## src/design/master_test_cfg.svh

```systemverilog
`ifndef MASTER_TEST_CFG_SVH
`define MASTER_TEST_CFG_SVH
`define ADDR_W 8
`define OFS_MASTER_TEST_CONTROL 8'h07
`define OFS_INTERRUPT_SOURCE_PRIMARY 8'h08
`define OFS_INTERRUPT_SOURCE_FRAMERS 8'h09
`define OFS_INTERRUPT_SOURCE_MUXES 8'h0A
`define BIT_SOFT_TEST_CLOCK 7
`define BIT_FACTORY_TEST_MODE 4
`define BIT_BUS_DRIVE_BY_SELECT 3
`define BIT_BOARD_TEST_MODE 2
`define BIT_DATA_BUS_TRISTATE 1
`define BIT_OUTPUTS_TRISTATE 0
`define BIT_FRAMER_GROUP_PENDING 7
`define BIT_MUX_GROUP_PENDING 6
`define BIT_TX_LINK_IRQ 5
`define BIT_DS2_DS3_MUX_IRQ 4
`define BIT_DS3_FRAMER_IRQ 3
`define BIT_RX_LINK_IRQ 2
`define BIT_RX_LINK_END_OF_MSG 1
`define BIT_ALARM_CODE_DETECTOR_IRQ 0
`define BIT_TX_LINK_UNDERRUN 7
`define NUM_DS2_FRAMERS 7
`define TEST_CONTROL_RESET 8'h00
`endif

```

## src/design/master_test_pkg.sv

```systemverilog
package master_test_pkg;
   typedef logic [7:0] reg_byte_t;
   typedef enum logic [1:0] {
      bus_idle,
      bus_access
   } bus_state_t;
endpackage : master_test_pkg

```

## src/design/master_test_irq.sv

```systemverilog
`timescale 1ns/1ps
`include "master_test_cfg.svh"
module master_test_irq
   import master_test_pkg::*;
#(
   parameter int NUM_FRAMERS = `NUM_DS2_FRAMERS
) (
   input wire logic clock,
   input wire logic sys_rst,
   input wire logic soft_rst,
   input wire logic chip_select_n,
   input wire logic rd_n,
   input wire logic wr_n,
   input wire logic [`ADDR_W-1:0] addr,
   input wire logic [7:0] data_in,
   output logic [7:0] data_out,
   output logic data_oe,
   input wire logic receive_variable_clock,
   output logic test_clock,
   output logic blocks_test_mode,
   output logic factory_test_active,
   output logic pins_tristate,
   input wire logic tx_link_irq,
   input wire logic ds2_ds3_mux_irq,
   input wire logic ds3_framer_irq,
   input wire logic rx_link_irq,
   input wire logic rx_link_end_of_msg,
   input wire logic alarm_code_detector_irq,
   input wire logic tx_link_underrun,
   input wire logic [NUM_FRAMERS-1:0] ds2_framer_irq,
   input wire logic [7:0] mux_source,
   input wire logic rx_external_link_select,
   input wire logic tx_external_link_select,
   input wire logic link_pins_open_drain,
   output logic rx_link_irq_pin_out,
   output logic rx_link_irq_pin_oe,
   output logic rx_link_eom_pin_out,
   output logic rx_link_eom_pin_oe,
   output logic tx_link_irq_pin_out,
   output logic tx_link_irq_pin_oe,
   output logic tx_link_underrun_pin_out,
   output logic tx_link_underrun_pin_oe
);
   typedef struct packed {
      logic soft_test_clock;
      logic factory_test_mode;
      logic bus_drive_by_select;
      logic board_test_mode;
      logic data_bus_tristate;
      logic outputs_tristate;
      reg_byte_t primary;
      reg_byte_t framers;
      reg_byte_t data_out;
      logic data_oe;
      logic test_clock;
      logic blocks_test;
      logic factory_active;
      logic pins_tristate;
      logic [3:0] pin_out;
      logic [3:0] pin_oe;
      logic wr_prev;
      bus_state_t bus;
   } core_state_t;

   core_state_t state_reg;
   core_state_t state_next;

   logic cs_n_s;
   logic rd_n_s;
   logic wr_n_s;
   logic rvclk_s;
   logic [`ADDR_W-1:0] addr_s;
   logic [7:0] data_in_s;
   logic [3:0] link_raw;
   logic [3:0] link_sel;

   sync_2ff #(
      .WIDTH(4),
      .RESET_VALUE(4'hE)
   ) u_sync (
      .clock(clock),
      .sys_rst(sys_rst),
      .async_in({chip_select_n, rd_n, wr_n, receive_variable_clock}),
      .sync_out({cs_n_s, rd_n_s, wr_n_s, rvclk_s})
   );

   // Address and write data share the strobes' latency
   sync_2ff #(
      .WIDTH(`ADDR_W + 8)
   ) u_sync_bus (
      .clock(clock),
      .sys_rst(sys_rst),
      .async_in({addr, data_in}),
      .sync_out({addr_s, data_in_s})
   );

   assign link_raw = {tx_link_underrun, tx_link_irq, rx_link_end_of_msg, rx_link_irq};
   assign link_sel = {tx_external_link_select, tx_external_link_select,
                      rx_external_link_select, rx_external_link_select};

   always_comb begin
      logic in_test;
      logic wr_strobe;
      logic [3:0] pin_active;
      state_next = state_reg;
      in_test = state_reg.board_test_mode | state_reg.factory_test_mode;
      wr_strobe = !cs_n_s && !wr_n_s && state_reg.wr_prev;
      pin_active = 4'h0;
      state_next.wr_prev = wr_n_s;
      // Register writes on the falling write strobe
      if (wr_strobe && soft_rst == 1'b0) begin
         if (addr_s == `OFS_MASTER_TEST_CONTROL) begin
            state_next.soft_test_clock = data_in_s[`BIT_SOFT_TEST_CLOCK];
            state_next.bus_drive_by_select = data_in_s[`BIT_BUS_DRIVE_BY_SELECT];
            state_next.board_test_mode = data_in_s[`BIT_BOARD_TEST_MODE];
            state_next.data_bus_tristate = data_in_s[`BIT_DATA_BUS_TRISTATE];
            state_next.outputs_tristate = data_in_s[`BIT_OUTPUTS_TRISTATE];
            if (data_in_s[`BIT_FACTORY_TEST_MODE]) begin
               state_next.factory_test_mode = 1'b1;
            end
         end
      end
      if (cs_n_s) begin
         state_next.factory_test_mode = 1'b0;
      end
      // Live source registers, no latch
      state_next.framers = 8'h00;
      for (int i = 0; i < NUM_FRAMERS; i++) begin
         state_next.framers[i] = ds2_framer_irq[i];
      end
      state_next.framers[`BIT_TX_LINK_UNDERRUN] = tx_link_underrun;
      state_next.primary[`BIT_FRAMER_GROUP_PENDING] = |state_next.framers;
      state_next.primary[`BIT_MUX_GROUP_PENDING] = |mux_source;
      state_next.primary[`BIT_TX_LINK_IRQ] = tx_link_irq;
      state_next.primary[`BIT_DS2_DS3_MUX_IRQ] = ds2_ds3_mux_irq;
      state_next.primary[`BIT_DS3_FRAMER_IRQ] = ds3_framer_irq;
      state_next.primary[`BIT_RX_LINK_IRQ] = rx_link_irq;
      state_next.primary[`BIT_RX_LINK_END_OF_MSG] = rx_link_end_of_msg;
      state_next.primary[`BIT_ALARM_CODE_DETECTOR_IRQ] = alarm_code_detector_irq;
      // Read path; reading has no side effect
      state_next.data_out = 8'h00;
      state_next.bus = bus_idle;
      if (!cs_n_s && !rd_n_s) begin
         state_next.bus = bus_access;
         case (addr_s)
            `OFS_MASTER_TEST_CONTROL: begin
               state_next.data_out[`BIT_SOFT_TEST_CLOCK] = state_reg.soft_test_clock;
               state_next.data_out[`BIT_BOARD_TEST_MODE] = state_reg.board_test_mode;
               state_next.data_out[`BIT_OUTPUTS_TRISTATE] = state_reg.outputs_tristate;
            end
            `OFS_INTERRUPT_SOURCE_PRIMARY: begin
               state_next.data_out = state_reg.primary;
            end
            `OFS_INTERRUPT_SOURCE_FRAMERS: begin
               state_next.data_out = state_reg.framers;
            end
            default: begin
               state_next.data_out = 8'h00;
            end
         endcase
      end
      // Data bus enable
      if (in_test && state_reg.bus_drive_by_select) begin
         state_next.data_oe = cs_n_s;
      end else if (state_reg.data_bus_tristate) begin
         state_next.data_oe = 1'b0;
      end else begin
         state_next.data_oe = (state_next.bus == bus_access);
      end
      state_next.test_clock = state_reg.board_test_mode ? state_reg.soft_test_clock
                                                        : rvclk_s;
      state_next.blocks_test = in_test;
      state_next.factory_active = state_reg.factory_test_mode;
      state_next.pins_tristate = state_reg.outputs_tristate;
      // Link irq pins, internal controller only
      for (int j = 0; j < 4; j++) begin
         pin_active[j] = link_raw[j] & ~link_sel[j];
         if (state_reg.outputs_tristate) begin
            state_next.pin_out[j] = 1'b0;
            state_next.pin_oe[j] = 1'b0;
         end else if (link_pins_open_drain) begin
            state_next.pin_out[j] = 1'b0;
            state_next.pin_oe[j] = pin_active[j];
         end else begin
            state_next.pin_out[j] = pin_active[j];
            state_next.pin_oe[j] = 1'b1;
         end
      end
   end

   always_ff @(posedge clock or posedge sys_rst) begin
      if (sys_rst) begin
         state_reg <= '0;
         state_reg.wr_prev <= 1'b1;
         state_reg.bus <= bus_idle;
      end else begin
         state_reg <= state_next;
      end
   end

   assign data_out = state_reg.data_out;
   assign data_oe = state_reg.data_oe;
   assign test_clock = state_reg.test_clock;
   assign blocks_test_mode = state_reg.blocks_test;
   assign factory_test_active = state_reg.factory_active;
   assign pins_tristate = state_reg.pins_tristate;
   assign rx_link_irq_pin_out = state_reg.pin_out[0];
   assign rx_link_irq_pin_oe = state_reg.pin_oe[0];
   assign rx_link_eom_pin_out = state_reg.pin_out[1];
   assign rx_link_eom_pin_oe = state_reg.pin_oe[1];
   assign tx_link_irq_pin_out = state_reg.pin_out[2];
   assign tx_link_irq_pin_oe = state_reg.pin_oe[2];
   assign tx_link_underrun_pin_out = state_reg.pin_out[3];
   assign tx_link_underrun_pin_oe = state_reg.pin_oe[3];
endmodule : master_test_irq

```

## src/design/sync_2ff.sv

```systemverilog
`timescale 1ns/1ps
module sync_2ff #(
   parameter int WIDTH = 1,
   parameter logic [WIDTH-1:0] RESET_VALUE = '0
) (
   input wire logic clock,
   input wire logic sys_rst,
   input wire logic [WIDTH-1:0] async_in,
   output logic [WIDTH-1:0] sync_out
);
   typedef struct packed {
      logic [WIDTH-1:0] stage1;
      logic [WIDTH-1:0] stage2;
   } sync_state_t;
   sync_state_t state_reg;
   sync_state_t state_next;
   always_comb begin
      state_next = state_reg;
      state_next.stage1 = async_in;
      state_next.stage2 = state_reg.stage1;
   end
   always_ff @(posedge clock or posedge sys_rst) begin
      if (sys_rst) begin
         state_reg <= {RESET_VALUE, RESET_VALUE};
      end else begin
         state_reg <= state_next;
      end
   end
   assign sync_out = state_reg.stage2;
endmodule : sync_2ff

```

## config.mk

```make
export PLATFORM = sky130hd
export DESIGN_NAME = master_test_irq
export DESIGN_NICKNAME = d
export VERILOG_FILES = /design/src/design/master_test_pkg.sv /design/src/design/master_test_irq.sv /design/src/design/sync_2ff.sv
export VERILOG_INCLUDE_DIRS = /design/src /design/src/design
export SDC_FILE = /design/constraint.sdc
export NUM_CORES = 1
export LEC_CHECK = 0
export BUFFER_PORTS_ARGS = -buffer_cell sky130_fd_sc_hd__buf_4
export CORE_MARGIN = 1.5
export CORE_UTILIZATION = 51
export CTS_CLUSTER_DIAMETER = 120
export DETAILED_ROUTE_END_ITERATION = 16
export PLACE_DENSITY = 0.78
export SLEW_MARGIN = 20
export SYNTH_ARGS = -nofsm -noshare
export SYNTH_HDL_FRONTEND = slang
export SYNTH_SLANG_ARGS = --single-unit
```

## constraint.sdc

```tcl
create_clock -name clock -period 3.6 [get_ports clock]
set_input_delay 1.08 -clock clock [delete_from_list [all_inputs] [get_ports clock]]
set_output_delay 1.08 -clock clock [all_outputs]
set_load 0.02 [all_outputs]
```

==> flow_summary.html <==
<table>
<tr><th>Metric</th><th>Value</th></tr>
<tr><th colspan="2">Status</th></tr>
<tr><td>Result of the run</td><td>finished clean</td></tr>
<tr><th colspan="2">Setup path</th></tr>
<tr><td>Worst Path Required</td><td>2.52 ns</td></tr>
<tr><td>Critical path launch point type</td><td>flop</td></tr>
<tr><td>Critical path buffers and inverters</td><td>1</td></tr>
<tr><td>Kind of cell adding the most delay to the critical path</td><td>flip-flops</td></tr>
<tr><td>Maximum fanout along the worst path</td><td>1</td></tr>
<tr><td>Slowest cell on the critical path</td><td>sky130_fd_sc_hd__dfrtp_1</td></tr>
<tr><td>Cells traversed along the worst timing path</td><td>buf_4</td></tr>
<tr><td>FF-to-FF path depth</td><td>3</td></tr>
<tr><td>Maximum cell stage delay along the critical path</td><td>0.38 ns</td></tr>
<tr><td>Critical Path End Type</td><td>primary output</td></tr>
<tr><td>Start-to-end type of the worst setup path</td><td>reg2out</td></tr>
<tr><td>Arrival time at the worst endpoint</td><td>0.87 ns</td></tr>
<tr><td>Terminus of the critical flop-to-flop path</td><td>state_reg[43]</td></tr>
<tr><td>Number of cells on the critical path</td><td>1</td></tr>
<tr><td>R2r startpoint</td><td>u_sync_bus.sync_out[8]</td></tr>
<tr><td>Launch point of the critical path</td><td>blocks_test_mode</td></tr>
<tr><td>End of the critical path</td><td>blocks_test_mode</td></tr>
<tr><td>Slack of the worst reg-to-reg path</td><td>2.02 ns</td></tr>
<tr><th colspan="2">Power and ir drop</th></tr>
<tr><td>Power density over the cells</td><td>519 mW/mm2</td></tr>
<tr><td>Leakage power</td><td>0.00157 uW</td></tr>
<tr><td>Maximum ir drop on the vdd rail</td><td>0.327 mV</td></tr>
<tr><td>Post-layout total power</td><td>1700 uW</td></tr>
<tr><th colspan="2">GRT</th></tr>
<tr><td>Congestion Overflow GR</td><td>0</td></tr>
<tr><td>Initial antenna violation count</td><td>0</td></tr>
<tr><td>Met2 capacity usage during global routing</td><td>25.9%</td></tr>
<tr><td>Most used routing layer in global routing</td><td>met2</td></tr>
<tr><td>Via count of the first global-routing pass</td><td>1379</td></tr>
<tr><td>Met3 track utilization from global routing</td><td>5.90%</td></tr>
<tr><td>M1 GR Usage</td><td>19.2%</td></tr>
<tr><td>Global-route wire length before repair</td><td>6270 um</td></tr>
<tr><td>Global-route total usage across every layer</td><td>16.6%</td></tr>
<tr><td>Maximum number of pins on one net before global-route repair</td><td>41</td></tr>
<tr><th colspan="2">CTS</th></tr>
<tr><td>Quantity of gates resized following cts</td><td>0</td></tr>
<tr><td>Total setup buffers inserted after CTS</td><td>0</td></tr>
<tr><td>Total CTS buffers</td><td>9</td></tr>
<tr><td>CTS sink count</td><td>80</td></tr>
<tr><td>Hold buffer count at CTS</td><td>0</td></tr>
<tr><td>Cell chosen for the clock root</td><td>sky130_fd_sc_hd__clkbuf_8</td></tr>
<tr><td>Latest clock arrival within the worst-skew pair</td><td>0.34 ns</td></tr>
<tr><td>Clock input transition at the sequential cells of the worst setup and hold paths</td><td>0.08 ns</td></tr>
<tr><td>CTS tree</td><td>done</td></tr>
<tr><td>CTS max path bufs</td><td>2</td></tr>
<tr><td>Count of H-tree levels built during CTS</td><td>3</td></tr>
<tr><th colspan="2">Timing</th></tr>
<tr><td>Unrepaired setup endpoints after global routing</td><td>false</td></tr>
<tr><td>Fmax</td><td>0.513 GHz</td></tr>
<tr><td>Final count of negative-setup-slack endpoints</td><td>0</td></tr>
<tr><td>Period minus WS final</td><td>1.95 ns</td></tr>
<tr><td>Transition time at the pin with the least slew margin</td><td>0.622 ns</td></tr>
<tr><td>Crit path setup slack, layout</td><td>1.65 ns</td></tr>
<tr><td>Part of the cycle the worst path needs</td><td>54.2%</td></tr>
<tr><td>Max Clock Skew</td><td>0.00885 ns</td></tr>
<tr><td>Worst hold slack</td><td>0.348 ns</td></tr>
<tr><td>Worst slew margin relative to its limit</td><td>58.5%</td></tr>
<tr><td>Setup_tns</td><td>0 ns</td></tr>
<tr><td>Number of hold violations in the final report</td><td>0</td></tr>
<tr><td>Pins Over Slew Limit</td><td>0</td></tr>
<tr><th colspan="2">Layout</th></tr>
<tr><td>Number of flip-flops under the largest register name</td><td>21</td></tr>
<tr><td>Filler Cells Inserted</td><td>339</td></tr>
<tr><td>Final core utilization</td><td>68.5%</td></tr>
<tr><td>Net count, final</td><td>266</td></tr>
<tr><td>Fraction of layout instances using a drive strength above 1</td><td>47.7%</td></tr>
<tr><td>Area grow syn2layout</td><td>28.2%</td></tr>
<tr><td>Antenna cells</td><td>0</td></tr>
<tr><th colspan="2">Floorplan</th></tr>
<tr><td>Top-level port count</td><td>69</td></tr>
<tr><td>Effective utilization at floorplan</td><td>53.4%</td></tr>
<tr><td>Chip height</td><td>73.8 um</td></tr>
<tr><td>CORE AREA</td><td>0.00479 mm2</td></tr>
<tr><td>Number of standard-cell rows in the floorplan</td><td>25</td></tr>
<tr><td>Die Area</td><td>0.00545 mm2</td></tr>
<tr><td>Die X</td><td>73.8 um</td></tr>
<tr><th colspan="2">Synthesis</th></tr>
<tr><td>Yosys top cell area share</td><td>71.5%</td></tr>
<tr><td>Ys async rst share</td><td>100%</td></tr>
<tr><td>Instance count of the mapped netlist</td><td>150</td></tr>
<tr><td>Post-Syn Area</td><td>0.00256 mm2</td></tr>
<tr><td>Most instantiated library cell after synthesis</td><td>sky130_fd_sc_hd__dfrtp_1</td></tr>
<tr><td>Sequential cell area fraction in the yosys report</td><td>78.7%</td></tr>
<tr><td>Leading register cell type out of synthesis</td><td>sky130_fd_sc_hd__dfrtp_1</td></tr>
<tr><td>Number of synthesized register bits</td><td>80</td></tr>
<tr><td>Syn. warnings</td><td>0</td></tr>
<tr><td>Post-Synthesis Mean Instance Area</td><td>17.0 um2</td></tr>
<tr><td>Synth area leader</td><td>sky130_fd_sc_hd__dfrtp_1</td></tr>
<tr><td>Top cells by area in the synthesized netlist</td><td>sky130_fd_sc_hd__dfrtp_1, sky130_fd_sc_hd__dfstp_2, sky130_fd_sc_hd__mux2_4, sky130_fd_sc_hd__buf_4, sky130_fd_sc_hd__mux2_2</td></tr>
<tr><td>Unique masters post-synth</td><td>26</td></tr>
<tr><td>Number of flops mapped to enable cells by yosys</td><td>0</td></tr>
<tr><td>Top cells by instance count after synthesis</td><td>sky130_fd_sc_hd__dfrtp_1, sky130_fd_sc_hd__nor2_1, sky130_fd_sc_hd__buf_4</td></tr>
<tr><td>Synthesized netlist net count</td><td>198</td></tr>
<tr><th colspan="2">Place</th></tr>
<tr><td>Count of port buffers added during placement</td><td>66</td></tr>
<tr><td>HPWL Detailed</td><td>2760 um</td></tr>
<tr><td>Global placer's final weighted congestion</td><td>0.756</td></tr>
<tr><td>Post-Place Setup Slack</td><td>1.49 ns</td></tr>
<tr><th colspan="2">Route</th></tr>
<tr><td>Drt via density</td><td>4.59</td></tr>
<tr><td>Via count of the routed design</td><td>1326</td></tr>
<tr><td>Count of TritonRoute iterations in the first routing pass</td><td>3</td></tr>
<tr><td>Violation count after the first detailed-routing iteration</td><td>34</td></tr>
<tr><td>Final wirelength</td><td>3870 um</td></tr>
<tr><td>Remaining number of nets flagged by the antenna check after routing</td><td>0</td></tr>
<tr><td>Wirelength per Cell</td><td>13.4 um</td></tr>
<tr><td>Post-detailed-route DRC marker count</td><td>0</td></tr>
<tr><th colspan="2">Job</th></tr>
<tr><td>Number of maximum-capacitance constraint violations</td><td>0</td></tr>
<tr><th colspan="2">Hold path</th></tr>
<tr><td>Worst min-delay path class</td><td>reg2reg</td></tr>
</table>
worst min path at each step:
| stage | startpoint | to | slack, ns | cells after the start |
|---|---|---|---|---|
| global placement | u_sync_bus.state_next[4] | u_sync_bus.sync_out[4] | 0.33 | 0 |
| CTS | u_sync_bus.state_next[4] | u_sync_bus.sync_out[4] | 0.35 | 0 |
| global route | u_sync_bus.state_next[11] | u_sync_bus.sync_out[11] | 0.36 | 0 |
| detailed placement | u_sync_bus.state_next[4] | u_sync_bus.sync_out[4] | 0.33 | 0 |
| floorplan | u_sync.state_next[0] | u_sync.sync_out[0] | 0.33 | 0 |
| finish | u_sync_bus.state_next[4] | u_sync_bus.sync_out[4] | 0.35 | 0 |
metal layers:
metal | vias to the layer above | wire length [um] | part of all wire, %
met1 | 636 | 1590 | 41
met3 | 12 | 210 | 5.4
li1 | 632 | - | -
met2 | 46 | 1960 | 51
met5 | - | 0 | 0
met4 | 0 | 109 | 2.8
power breakdown:
part / internal, uW / switching (uW) / total [uW]
clock network: 371 / 281 / 652
logic: 52.7 / 44.3 / 97.0
registers: 937 / 15.2 / 952
kinds of logic (layout without fill, tap and decap cells):
| logic type | after synthesis | count (layout) | share of synthesized area [%] |
|---|---|---|---|
| multiplexers | 15 | 15 | 7.10 |
| AND/OR/NAND/NOR | 35 | 35 | 9.10 |
| flip-flops | 80 | 80 | 78.7 |
| buffers and inverters | 12 | 84 | 3.23 |
| AO/OA/AOI/OAI | 8 | 8 | 1.91 |
final cells by class:
class / instances / area [um2] / area share, %
clock buffer: 12 / 165 / 5.04
clock inverter: 3 / 40.0 / 1.22
inverter: 1 / 5.00 / 0.153
multi-input combinational: 58 / 463 / 14.1
sequential: 80 / 2010 / 61.3
tap: 67 / 83.8 / 2.56
timing repair buffer: 68 / 510 / 15.6
cell usage in the layout (no fill, tap or decap):
cell type,n
sky130_fd_sc_hd__dfrtp_1,73
sky130_fd_sc_hd__mux2_2,5
sky130_fd_sc_hd__nor4_4,1
sky130_fd_sc_hd__buf_4,68
sky130_fd_sc_hd__a22oi_1,3
sky130_fd_sc_hd__nand3_4,1
sky130_fd_sc_hd__nand2_1,4
sky130_fd_sc_hd__nor4bb_1,1
sky130_fd_sc_hd__nand2b_1,4
sky130_fd_sc_hd__nor3_1,5
sky130_fd_sc_hd__mux2_4,5
sky130_fd_sc_hd__or2_2,1
sky130_fd_sc_hd__nand3_1,1
sky130_fd_sc_hd__a31oi_1,1
sky130_fd_sc_hd__nor3b_1,1
sky130_fd_sc_hd__clkbuf_8,12
sky130_fd_sc_hd__bufinv_16,1
sky130_fd_sc_hd__dfstp_2,7
sky130_fd_sc_hd__nor4b_4,1
sky130_fd_sc_hd__nor2_1,10
sky130_fd_sc_hd__mux2i_1,5
sky130_fd_sc_hd__a21oi_1,4
sky130_fd_sc_hd__clkinv_2,3
sky130_fd_sc_hd__and4b_4,1
sky130_fd_sc_hd__nor4_1,4
metrics by stage:
| stage | instance area, um2 | std cells |
|---|---|---|
| floorplan | 2560 | 150 |
| global placement | 3070 | 274 |
| detailed placement | 3070 | 274 |
| CTS | 3280 | 289 |
| global route | 3280 | 289 |
| finish | 3280 | 289 |
Power figures use the tool's default switching activity.
